--- src/rtl/ssm_pkg.sv ---
// constants shared by the dual serial module stop/freeze control block
// assumes a 32-bit avalon-mm slave with byte addresses and word-aligned registers
// How it works
// stop bit gates module clock, enters stop
// only config register reads valid while stopped
// queue ram reads unsupported while stopped
// writes to ram and registers work while stopped
// stop bit writable, set by reset
// host quiesces both units before stopping
// halt request, wait acknowledge, then stop
// freeze with halt select halts at boundary
// spare freeze select is storage only
// system asserts freeze during background debug
// unimplemented bits ignore writes, read zero
// level and vector registers share one word
// clearing stop resumes with contents kept
package ssm_pkg;
	// register byte offsets
	localparam logic [9:0]  OFS_CONFIG    = 10'h000;
	localparam logic [9:0]  OFS_TEST      = 10'h004;
	localparam logic [9:0]  OFS_INT       = 10'h008;
	localparam logic [9:0]  OFS_QCTL3     = 10'h00c;
	localparam logic [9:0]  OFS_RAM_BASE  = 10'h100;
	// config register field positions
	localparam int          CFG_STOP_BIT  = 15;
	localparam int          CFG_FHS_BIT   = 14;
	localparam int          CFG_FSS_BIT   = 13;
	localparam int          CFG_ARB_MSB   = 3;
	// queue control three field positions
	localparam int          Q3_HALT_BIT   = 0;
	localparam int          Q3_RUN_BIT    = 1;
	localparam int          Q3_ACK_BIT    = 2;
	// interrupt word: level reg in [15:8], vector reg in [7:0]
	localparam int          INT_LVL_LSB   = 8;
	localparam logic [7:0]  LVL_MASK      = 8'h3f;
	// reset values
	localparam logic        STOP_RST      = 1'b1;
	localparam logic [7:0]  VEC_RST       = 8'h0f;
	localparam logic [7:0]  LVL_RST       = 8'h00;
	// queue ram size in 16-bit words and transfer length in clocks
	localparam int          RAM_WORDS     = 40;
	localparam int          XFER_CYCLES   = 17;
	// queue engine states
	typedef enum logic [1:0] {
		QE_IDLE   = 2'b00,
		QE_XFER   = 2'b01,
		QE_HALTED = 2'b10
	} ssm_qstate_t;
endpackage

--- src/rtl/ssm_ctrl.sv ---
// global control of the dual serial module: config, test, interrupt and
// queue control registers, queue ram, stop gating and freeze halting
// every access costs one wait cycle; registers live in the low half-word
// assumes an avalon-mm master with byte addresses; freeze comes from the system
// assumes requests stay low while reset is held
`timescale 1ns/1ps
`default_nettype none
module ssm_ctrl
	import ssm_pkg::*;
#(
	parameter int WORDS = RAM_WORDS,
	parameter int XLEN  = XFER_CYCLES
) (
	// clock and reset
	input  wire logic        sys_clk_in,
	input  wire logic        sys_rst_in,
	// avalon-mm slave
	input  wire logic [9:0]  avs_address_in,
	input  wire logic        avs_read_in,
	input  wire logic        avs_write_in,
	input  wire logic [31:0] avs_writedata_in,
	input  wire logic [3:0]  avs_byteenable_in,
	output logic [31:0]      avs_readdata_out,
	output logic             avs_waitrequest_out,
	// system
	input  wire logic        debug_freeze_in,   // asserted during background debug
	// status to the rest of the module
	output logic             module_clk_run_out, // low while the clock is gated off
	output logic             queue_busy_out,
	output logic [7:0]       queue_xfer_count_out
);
	typedef struct packed {
		logic              stop;     // low-power stop
		logic              fhs;      // freeze halt select
		logic              fss;      // spare freeze select
		logic [3:0]        arb;      // arbitration id
		logic [7:0]        test;     // factory test storage
		logic [7:0]        lvl;      // interrupt level reg
		logic [7:1]        vec;      // interrupt vector reg, bit 0 reads one
		logic              halt;     // queue halt request
		logic              run;      // queue enable
		logic              done;     // access answered this cycle
		logic [31:0]       rdata;    // read data
		logic [WORDS-1:0][15:0] ram; // queue ram
	} ssm_state_t;

	ssm_state_t s_r;   // registered state
	ssm_state_t s_nxt; // next state

	// registers reachable over the bus
	typedef enum logic [2:0] {
		SEL_NONE   = 3'b000, // unmapped: reads zero, writes dropped
		SEL_CONFIG = 3'b001, // module configuration
		SEL_TEST   = 3'b010, // factory test storage
		SEL_INT    = 3'b011, // level and vector pair
		SEL_QCTL3  = 3'b100, // queue control three
		SEL_RAM    = 3'b101  // queue ram window
	} ssm_sel_t;

	logic       eng_halted; // engine sitting at a boundary, halted
	logic       halt_cause; // halt request, or freeze with halt select
	logic       req;        // bus request pending
	logic       ram_hit;    // address falls in ram window
	logic [9:0] ram_ofs;    // byte offset into ram window
	logic [5:0] ram_idx;    // ram word index
	ssm_sel_t   sel;        // register named by the current request

	// address to register select; read and write paths share it so
	// they can never disagree on which register an offset names
	function automatic ssm_sel_t reg_decode(input logic [9:0] adr,
						input logic       in_ram);
		if (adr == OFS_CONFIG)
			reg_decode = SEL_CONFIG;
		else if (adr == OFS_TEST)
			reg_decode = SEL_TEST;
		else if (adr == OFS_INT)
			reg_decode = SEL_INT;
		else if (adr == OFS_QCTL3)
			reg_decode = SEL_QCTL3;
		else if (in_ram)
			reg_decode = SEL_RAM;
		else
			reg_decode = SEL_NONE;
	endfunction

	// config register as software sees it; unused bits stay zero
	function automatic logic [15:0] cfg_word(input logic       stop,
						 input logic       fhs,
						 input logic       fss,
						 input logic [3:0] arb);
		cfg_word                = 16'h0000;
		cfg_word[CFG_STOP_BIT]  = stop;
		cfg_word[CFG_FHS_BIT]   = fhs;
		cfg_word[CFG_FSS_BIT]   = fss;
		cfg_word[CFG_ARB_MSB:0] = arb;
	endfunction

	// level and vector pair; vector bit 0 has no storage and reads one
	function automatic logic [15:0] int_word(input logic [7:0] lvl,
						 input logic [7:1] vec);
		int_word = {lvl, vec, 1'b1};
	endfunction

	// queue control three as software sees it; ack is derived, not stored
	function automatic logic [15:0] q3_word(input logic halt,
						input logic run,
						input logic ack);
		q3_word              = 16'h0000;
		q3_word[Q3_HALT_BIT] = halt;
		q3_word[Q3_RUN_BIT]  = run;
		q3_word[Q3_ACK_BIT]  = ack;
	endfunction

	// merge a 16-bit register with byte enables
	function automatic logic [15:0] be_merge(input logic [15:0] old_v,
						  input logic [15:0] new_v,
						  input logic [1:0]  be);
		be_merge = old_v;
		if (be[0])
			be_merge[7:0] = new_v[7:0];
		if (be[1])
			be_merge[15:8] = new_v[15:8];
	endfunction

	// address decode
	assign req     = avs_read_in | avs_write_in;
	assign ram_ofs = avs_address_in - OFS_RAM_BASE;
	assign ram_idx = ram_ofs[7:2];
	assign ram_hit = (avs_address_in >= OFS_RAM_BASE) && (ram_ofs[9:2] < 8'(WORDS));
	assign sel     = reg_decode(avs_address_in, ram_hit);

	// halt cause seen by the queue sequencer; freeze only counts with halt select
	assign halt_cause = s_r.halt | (s_r.fhs & debug_freeze_in);

	// one wait cycle, then the access completes
	assign avs_waitrequest_out = req & ~s_r.done;

	// next state
	always_comb begin
		s_nxt      = s_r;
		// done marks the second cycle of an access, when wait drops
		s_nxt.done = req & ~s_r.done;
		// read data captured in the wait cycle, stands when wait drops
		if (avs_read_in && !s_r.done) begin
			s_nxt.rdata = 32'h0000_0000; // unmapped and unimplemented read zero R11
			if (sel == SEL_CONFIG)
				s_nxt.rdata[15:0] = cfg_word(s_r.stop, s_r.fhs, s_r.fss, s_r.arb);
			else if (!s_r.stop) begin // other reads invalid while stopped R2 R3
				case (sel)
					// factory test storage, low byte only
					SEL_TEST:  s_nxt.rdata[7:0]  = s_r.test;
					// level above vector
					SEL_INT:   s_nxt.rdata[15:0] = int_word(s_r.lvl, s_r.vec);
					// acknowledge only while halt is requested and reached
					SEL_QCTL3: s_nxt.rdata[15:0] = q3_word(s_r.halt, s_r.run,
									       s_r.halt & eng_halted);
					// queue ram word
					SEL_RAM:   s_nxt.rdata[15:0] = s_r.ram[ram_idx];
					// unmapped: left at zero
					default:   s_nxt.rdata = 32'h0000_0000;
				endcase
			end
		end
		// writes take effect at the edge where wait is low, stopped or not R4
		if (avs_write_in && s_r.done) begin
			if (sel == SEL_CONFIG) begin
				// high byte: stop and the two freeze selects
				if (avs_byteenable_in[1]) begin
					s_nxt.stop = avs_writedata_in[CFG_STOP_BIT];
					s_nxt.fhs  = avs_writedata_in[CFG_FHS_BIT];
					s_nxt.fss  = avs_writedata_in[CFG_FSS_BIT];
				end
				// low byte: arbitration id; bits 12 to 4 have no storage R11
				if (avs_byteenable_in[0])
					s_nxt.arb = avs_writedata_in[CFG_ARB_MSB:0];
			end else if (sel == SEL_TEST) begin
				// factory test byte: plain storage
				if (avs_byteenable_in[0])
					s_nxt.test = avs_writedata_in[7:0];
			end else if (sel == SEL_INT) begin
				// level byte keeps its low six bits only
				if (avs_byteenable_in[1])
					s_nxt.lvl = avs_writedata_in[15:8] & LVL_MASK;
				// vector byte: bit 0 has no storage
				if (avs_byteenable_in[0])
					s_nxt.vec = avs_writedata_in[7:1]; // bit 0 write ignored R12
			end else if (sel == SEL_QCTL3) begin
				// halt request and run; the acknowledge bit is read only
				if (avs_byteenable_in[0]) begin
					s_nxt.halt = avs_writedata_in[Q3_HALT_BIT];
					s_nxt.run  = avs_writedata_in[Q3_RUN_BIT];
				end
			end else if (sel == SEL_RAM)
				s_nxt.ram[ram_idx] = be_merge(s_r.ram[ram_idx],
							      avs_writedata_in[15:0],
							      avs_byteenable_in[1:0]);
		end
	end

	// state register; ram keeps its contents across reset and stop
	always_ff @(posedge sys_clk_in) begin
		if (sys_rst_in) begin
			s_r.stop  <= STOP_RST;
			s_r.fhs   <= 1'b0;
			s_r.fss   <= 1'b0;
			s_r.arb   <= 4'h0;
			s_r.test  <= 8'h00;
			s_r.lvl   <= LVL_RST;
			s_r.vec   <= VEC_RST[7:1];
			s_r.halt  <= 1'b0;
			s_r.run   <= 1'b0;
			s_r.done  <= 1'b0;
			s_r.rdata <= 32'h0000_0000;
			s_r.ram   <= s_nxt.ram;
		end else
			s_r <= s_nxt;
	end

	// clock gate for the serial units
	assign module_clk_run_out = ~s_r.stop;

	// queue sequencer; halts on request or freeze with halt select
	ssm_queue_engine #(
		.XFER_LEN (XLEN)
	) u_engine (
		.sys_clk_in     (sys_clk_in),
		.sys_rst_in     (sys_rst_in),
		.clk_run_in     (~s_r.stop),
		.enable_in      (s_r.run),
		.halt_in        (halt_cause),
		.halted_out     (eng_halted),
		.busy_out       (queue_busy_out),
		.xfer_count_out (queue_xfer_count_out)
	);

	assign avs_readdata_out = s_r.rdata;
endmodule
`default_nettype wire

--- src/rtl/ssm_queue_engine.sv ---
// queue transfer sequencer stand-in: runs fixed-length transfers back to back
// gates itself on clk_run_in rather than on enable; halts only at transfer boundaries
`timescale 1ns/1ps
`default_nettype none
module ssm_queue_engine
	import ssm_pkg::*;
#(
	parameter int XFER_LEN = XFER_CYCLES
) (
	// clock and reset
	input  wire logic       sys_clk_in,
	input  wire logic       sys_rst_in,
	// control
	input  wire logic       clk_run_in,   // module clock enabled (not stopped)
	input  wire logic       enable_in,    // queue enabled by software
	input  wire logic       halt_in,      // halt cause (request or freeze)
	// status
	output logic            halted_out,
	output logic            busy_out,
	output logic [7:0]      xfer_count_out
);
	typedef struct packed {
		ssm_qstate_t st;      // sequencer state
		logic [7:0]  cyc;     // cycles into current transfer
		logic [7:0]  done;    // completed transfers
	} ssm_qe_t;

	ssm_qe_t s_r;   // registered state
	ssm_qe_t s_nxt; // next state

	localparam logic [7:0] LAST_CYC = 8'(XFER_LEN - 1);

	// next state: frozen entirely while the module clock is gated
	always_comb begin
		s_nxt = s_r;
		if (clk_run_in) begin
			case (s_r.st)
				QE_IDLE: begin
					if (halt_in)
						s_nxt.st = QE_HALTED; // idle is a boundary
					else if (enable_in) begin
						s_nxt.st  = QE_XFER;
						s_nxt.cyc = 8'h00;
					end
				end
				QE_XFER: begin
					if (s_r.cyc == LAST_CYC) begin
						// transfer boundary
						s_nxt.done = s_r.done + 8'h01;
						s_nxt.cyc  = 8'h00;
						if (halt_in)
							s_nxt.st = QE_HALTED;
						else if (!enable_in)
							s_nxt.st = QE_IDLE;
					end else
						s_nxt.cyc = s_r.cyc + 8'h01;
				end
				QE_HALTED: begin
					if (!halt_in)
						s_nxt.st = QE_IDLE; // resume
				end
				default: s_nxt.st = QE_IDLE;
			endcase
		end
	end

	// state register
	always_ff @(posedge sys_clk_in) begin
		if (sys_rst_in)
			s_r <= '{st: QE_IDLE, cyc: 8'h00, done: 8'h00};
		else
			s_r <= s_nxt;
	end

	// outputs
	assign halted_out     = (s_r.st == QE_HALTED);
	assign busy_out       = (s_r.st == QE_XFER);
	assign xfer_count_out = s_r.done;
endmodule
`default_nettype wire

--- config.mk ---
export PLATFORM = sky130hd
export DESIGN_NAME = ssm_ctrl
export DESIGN_NICKNAME = d
export VERILOG_FILES = /design/src/rtl/ssm_pkg.sv /design/src/rtl/ssm_ctrl.sv /design/src/rtl/ssm_queue_engine.sv
export SDC_FILE = /design/constraint.sdc
export NUM_CORES = 1
export LEC_CHECK = 0
export ABC_AREA = 1
export BUFFER_PORTS_ARGS = -buffer_cell sky130_fd_sc_hd__buf_4
export CAP_MARGIN = 20
export CELL_PAD_IN_SITES_DETAIL_PLACEMENT = 1
export CELL_PAD_IN_SITES_GLOBAL_PLACEMENT = 2
export CORE_MARGIN = 8
export CORE_UTILIZATION = 25
export DETAILED_ROUTE_END_ITERATION = 8
export PLACE_DENSITY_LB_ADDON = 0.1
export SLEW_MARGIN = 20
export SYNTH_ARGS = -nofsm -noshare
export SYNTH_HDL_FRONTEND = slang
export SYNTH_SLANG_ARGS = --single-unit
--- constraint.sdc ---
create_clock -name sys_clk_in -period 4.56 [get_ports sys_clk_in]
set_input_delay 0.228 -clock sys_clk_in [delete_from_list [all_inputs] [get_ports sys_clk_in]]
set_output_delay 0.228 -clock sys_clk_in [all_outputs]
set_load 0.05 [all_outputs]
==> results.sh <==
export IMPL_status="completed"
export IMPL_power_total_mw=14.9
export IMPL_r2r_setup_slack_ns=1.89
export IMPL_ys_warn_count=0
export IMPL_clk_latency_ns=0.65
export IMPL_use_met2_pct=28.9
export IMPL_comb_power_share_pct=7.1
export IMPL_tritoncts="done"
export IMPL_route_vias_total=19560
export IMPL_drive_above_1_share_pct=12.0
export IMPL_drc=0
export IMPL_use_met1_pct=21.8
export IMPL_fin_crit_sh_pct=68.0
export IMPL_num_rows=124
export IMPL_dp_slack_ns=0.927
export IMPL_cp_cell_sequence="buf_4, inv_4, nor2_4, buf_12, nand2_1, nor2_1, nand2_1, nor2_1, a211oi_1, dlygate4sd3_1"
export IMPL_endpoint_kind="flip-flop"
export IMPL_port_buffers=59
export IMPL_cellPowerDensity_mw_per_mm2=431
export IMPL_p_int_mw=11.3
export IMPL_wirelength_um=107000
export IMPL_firstDrtPassIters=5
export IMPL_syn_inst=2557
export IMPL_worstSetupStartpointType="input pin"
export IMPL_area_growth_pct=20.1
export IMPL_cts_root_buf="clkbuf_16"
export IMPL_cp_slowest_stage_delay_ns=0.60
export IMPL_hpwlAfterDp_um=63800
export IMPL_grt_pass1_vias=20524
export IMPL_utilization_pct=30.2
export IMPL_drtIter0Drc=1181
export IMPL_grt_max_degree=64
export IMPL_finalSetupViolations=0
export IMPL_synth_top_area_cell="edfxtp_1"
export IMPL_antenna_cells=0
export IMPL_final_hold_viol_count=0
export IMPL_worst_hold_path_type="input pin to flip-flop"
export IMPL_global_route_overflow_total=0
export IMPL_synth_area_mm2=0.0287
export IMPL_cts_max_path_buffers=3
export IMPL_final_area_mm2=0.0345
export IMPL_start_util_pct=25.2
export IMPL_reg2reg_depth=6
export IMPL_place_area_mm2=0.0315
export IMPL_io_pin_count=94
export IMPL_critPathCapture="s_r[694]"
export IMPL_rsz0062_at_grt="no"
export IMPL_fin_crit_ns=3.10
export IMPL_finalWorstSetupSlack_ns=1.46
export IMPL_synth_edff_count=640
export IMPL_synth_top_cells_by_count="nand2_1 (898), edfxtp_1 (640), nor2_1 (163)"
export IMPL_tightest_slew_ns=1.11
export IMPL_cp_required_ns=5.09
export IMPL_clkPwrFrac_pct=44.9
export IMPL_swShare_pct=23.8
export IMPL_cts_inserted_buffers=87
export IMPL_antenna_found_initial=4
export IMPL_seqPwrFrac_pct=48.1
export IMPL_irDropWorstVdd_mv=0.274
export IMPL_p_switching_mw=3.54
export IMPL_synth_main_ff_cell="edfxtp_1"
export IMPL_ys_seq_area_share_pct=71.4
export IMPL_antenna_left=0
export IMPL_p_leak_nw=12.3
export IMPL_timing_fmax_mhz=323
export IMPL_grtUsageTotal_pct=16.7
export IMPL_crit_type="input pin to flip-flop"
export IMPL_cap_viol_max_count=0
export IMPL_async_flop_share_pct=0
export IMPL_worstReg2RegStart="s_r[672]"
export IMPL_postSynthAreaPerCell_um2=11.2
export IMPL_core_area_mm2=0.114
export IMPL_crit_fanout=53
export IMPL_drt_wirelength_per_cell_um=25.2
export IMPL_drt_vias_per_instance=4.59
export IMPL_gr_usage_met3_pct=2.38
export IMPL_die_h_um=355
export IMPL_worstReg2RegEnd="s_r[182]"
export IMPL_maxSlewHeadroom_pct=25.6
export IMPL_synth_area_leaders="edfxtp_1 (67%), nand2_1 (12%), dfxtp_1 (4.5%), nand4_1 (2.8%), nor2_1 (2.1%)"
export IMPL_busiest_layer="met2"
export IMPL_nets=2748
export IMPL_dieArea_mm2=0.126
export IMPL_cts_sinks=705
export IMPL_tns_ns=0
export IMPL_crit_arrival_ns=3.63
export IMPL_synth_most_common_cell="nand2_1"
export IMPL_clock_skew_ns=0.0244
export IMPL_htree_levels=3
export IMPL_yosys_area_top_type_share_pct=66.9
export IMPL_crit_path_top_delay_cell="dlygate4sd3_1"
export IMPL_ys_seq_elements=705
export IMPL_die_w_um=355
export IMPL_crit_start="avs_address_in[2]"
export IMPL_maxSlewViolCount=0
export IMPL_place_congestion=0.733
export IMPL_grt_pass1_wl_um=153000
export IMPL_yosysUniqueCellTypes=35
export IMPL_clk_pin_slew_worst_paths_ns=0.06
[per-layer routing]
| layer | share of wire, % | vias up | wire [um] |
|---|---|---|---|
| li1 | - | 9048 | - |
| met1 | 45 | 10071 | 48400 |
| met2 | 49 | 294 | 52600 |
| met3 | 3.2 | 147 | 3390 |
| met4 | 2.8 | 0 | 2970 |
| met5 | 0 | - | 0 |
[registers in the layout, indices dropped and copies added, names as in the netlist]
| signal | cells |
|---|---|
| avs_readdata_out | 16 |
| u_engine.s_r | 10 |
| u_engine.xfer_count_out | 8 |
| s_r | 671 |
[logic make-up (layout without fill, tap and decap cells)]
group                    Yosys count  after routing  share of synthesized area, %
adder cells (fa/ha/maj)            3              3                         0.131
flip-flops                       705            705                          71.4
other                              1             16                        0.0131
AND/OR/NAND/NOR                 1335           1335                          19.5
AO/OA/AOI/OAI                    214            214                          4.07
buffers and inverters            299            479                          4.89
[stage by stage]
| step | cells | hold slack (ns) |
|---|---|---|
| CTS | 4262 | 0.158 |
| floorplan | 2572 | 0.306 |
| global placement | 4086 | 0.436 |
| detailed placement | 4086 | 0.441 |
| global route | 4264 | 0.207 |
| finish | 4264 | 0.215 |
[worst min path at each step]
stage	from	slack, ns	cells after the start	end
floorplan	sys_rst_in	0.31	1	s_r[696]
global placement	s_r[698]	0.44	2	s_r[698]
detailed placement	s_r[683]	0.44	2	s_r[683]
CTS	avs_write_in	0.16	4	s_r[674]
global route	avs_write_in	0.21	4	s_r[674]
finish	avs_write_in	0.22	4	s_r[673]
[critical path: cells and delay by family]
family          cells  cell delay [ns]
compound gates      1             0.07
buf+inv             4             1.55
simple gates        5             1.68
[cells in the final DEF (no fill, tap or decap), drive strengths merged, types with 2 or more instances in the layout]
master / count
nand2: 902
edfxtp: 640
nor2: 168
buf: 162
inv: 138
nand4: 129
nand3: 120
clkbuf: 120
a21oi: 113
dfxtp: 65
o21ai: 54
dlygate4sd3: 29
clkinv: 23
conb: 16
a22oi: 15
nor3: 12
a211oi: 11
a31oi: 10
bufinv: 6
o211ai: 5
o22ai: 5
ha: 3
nor4: 2
[layout make-up]
cell class                 instances  area, um^2
sequential                       705       20500
clock inverter                    27         303
timing repair buffer             191        1760
inverter                         141         538
tap                             1512        1890
multi-input combinational       1568        7120
clock buffer                     120        2370
fill                           12632       79700
[power groups by stage]
| stage | sequential, mW | clock, mW | combinational [mW] |
|---|---|---|---|
| floorplan | 7.29 | 0 | 0.512 |
| global placement | 7.28 | 0 | 1.05 |
| detailed placement | 7.28 | 0 | 1.06 |
| CTS | 7.14 | 6.91 | 1.08 |
| global route | 7.14 | 7.11 | 1.15 |
| finish | 7.14 | 6.67 | 1.05 |
[repair_timing]
item | 4_1_cts | 5_1_grt
endpoints found under the hold margin | 43 | 0
gates resized for setup | 0 | 0
hold buffers | 29 | 0
buffers inserted | 0 | 0
(Power assumes the default switching activity.)
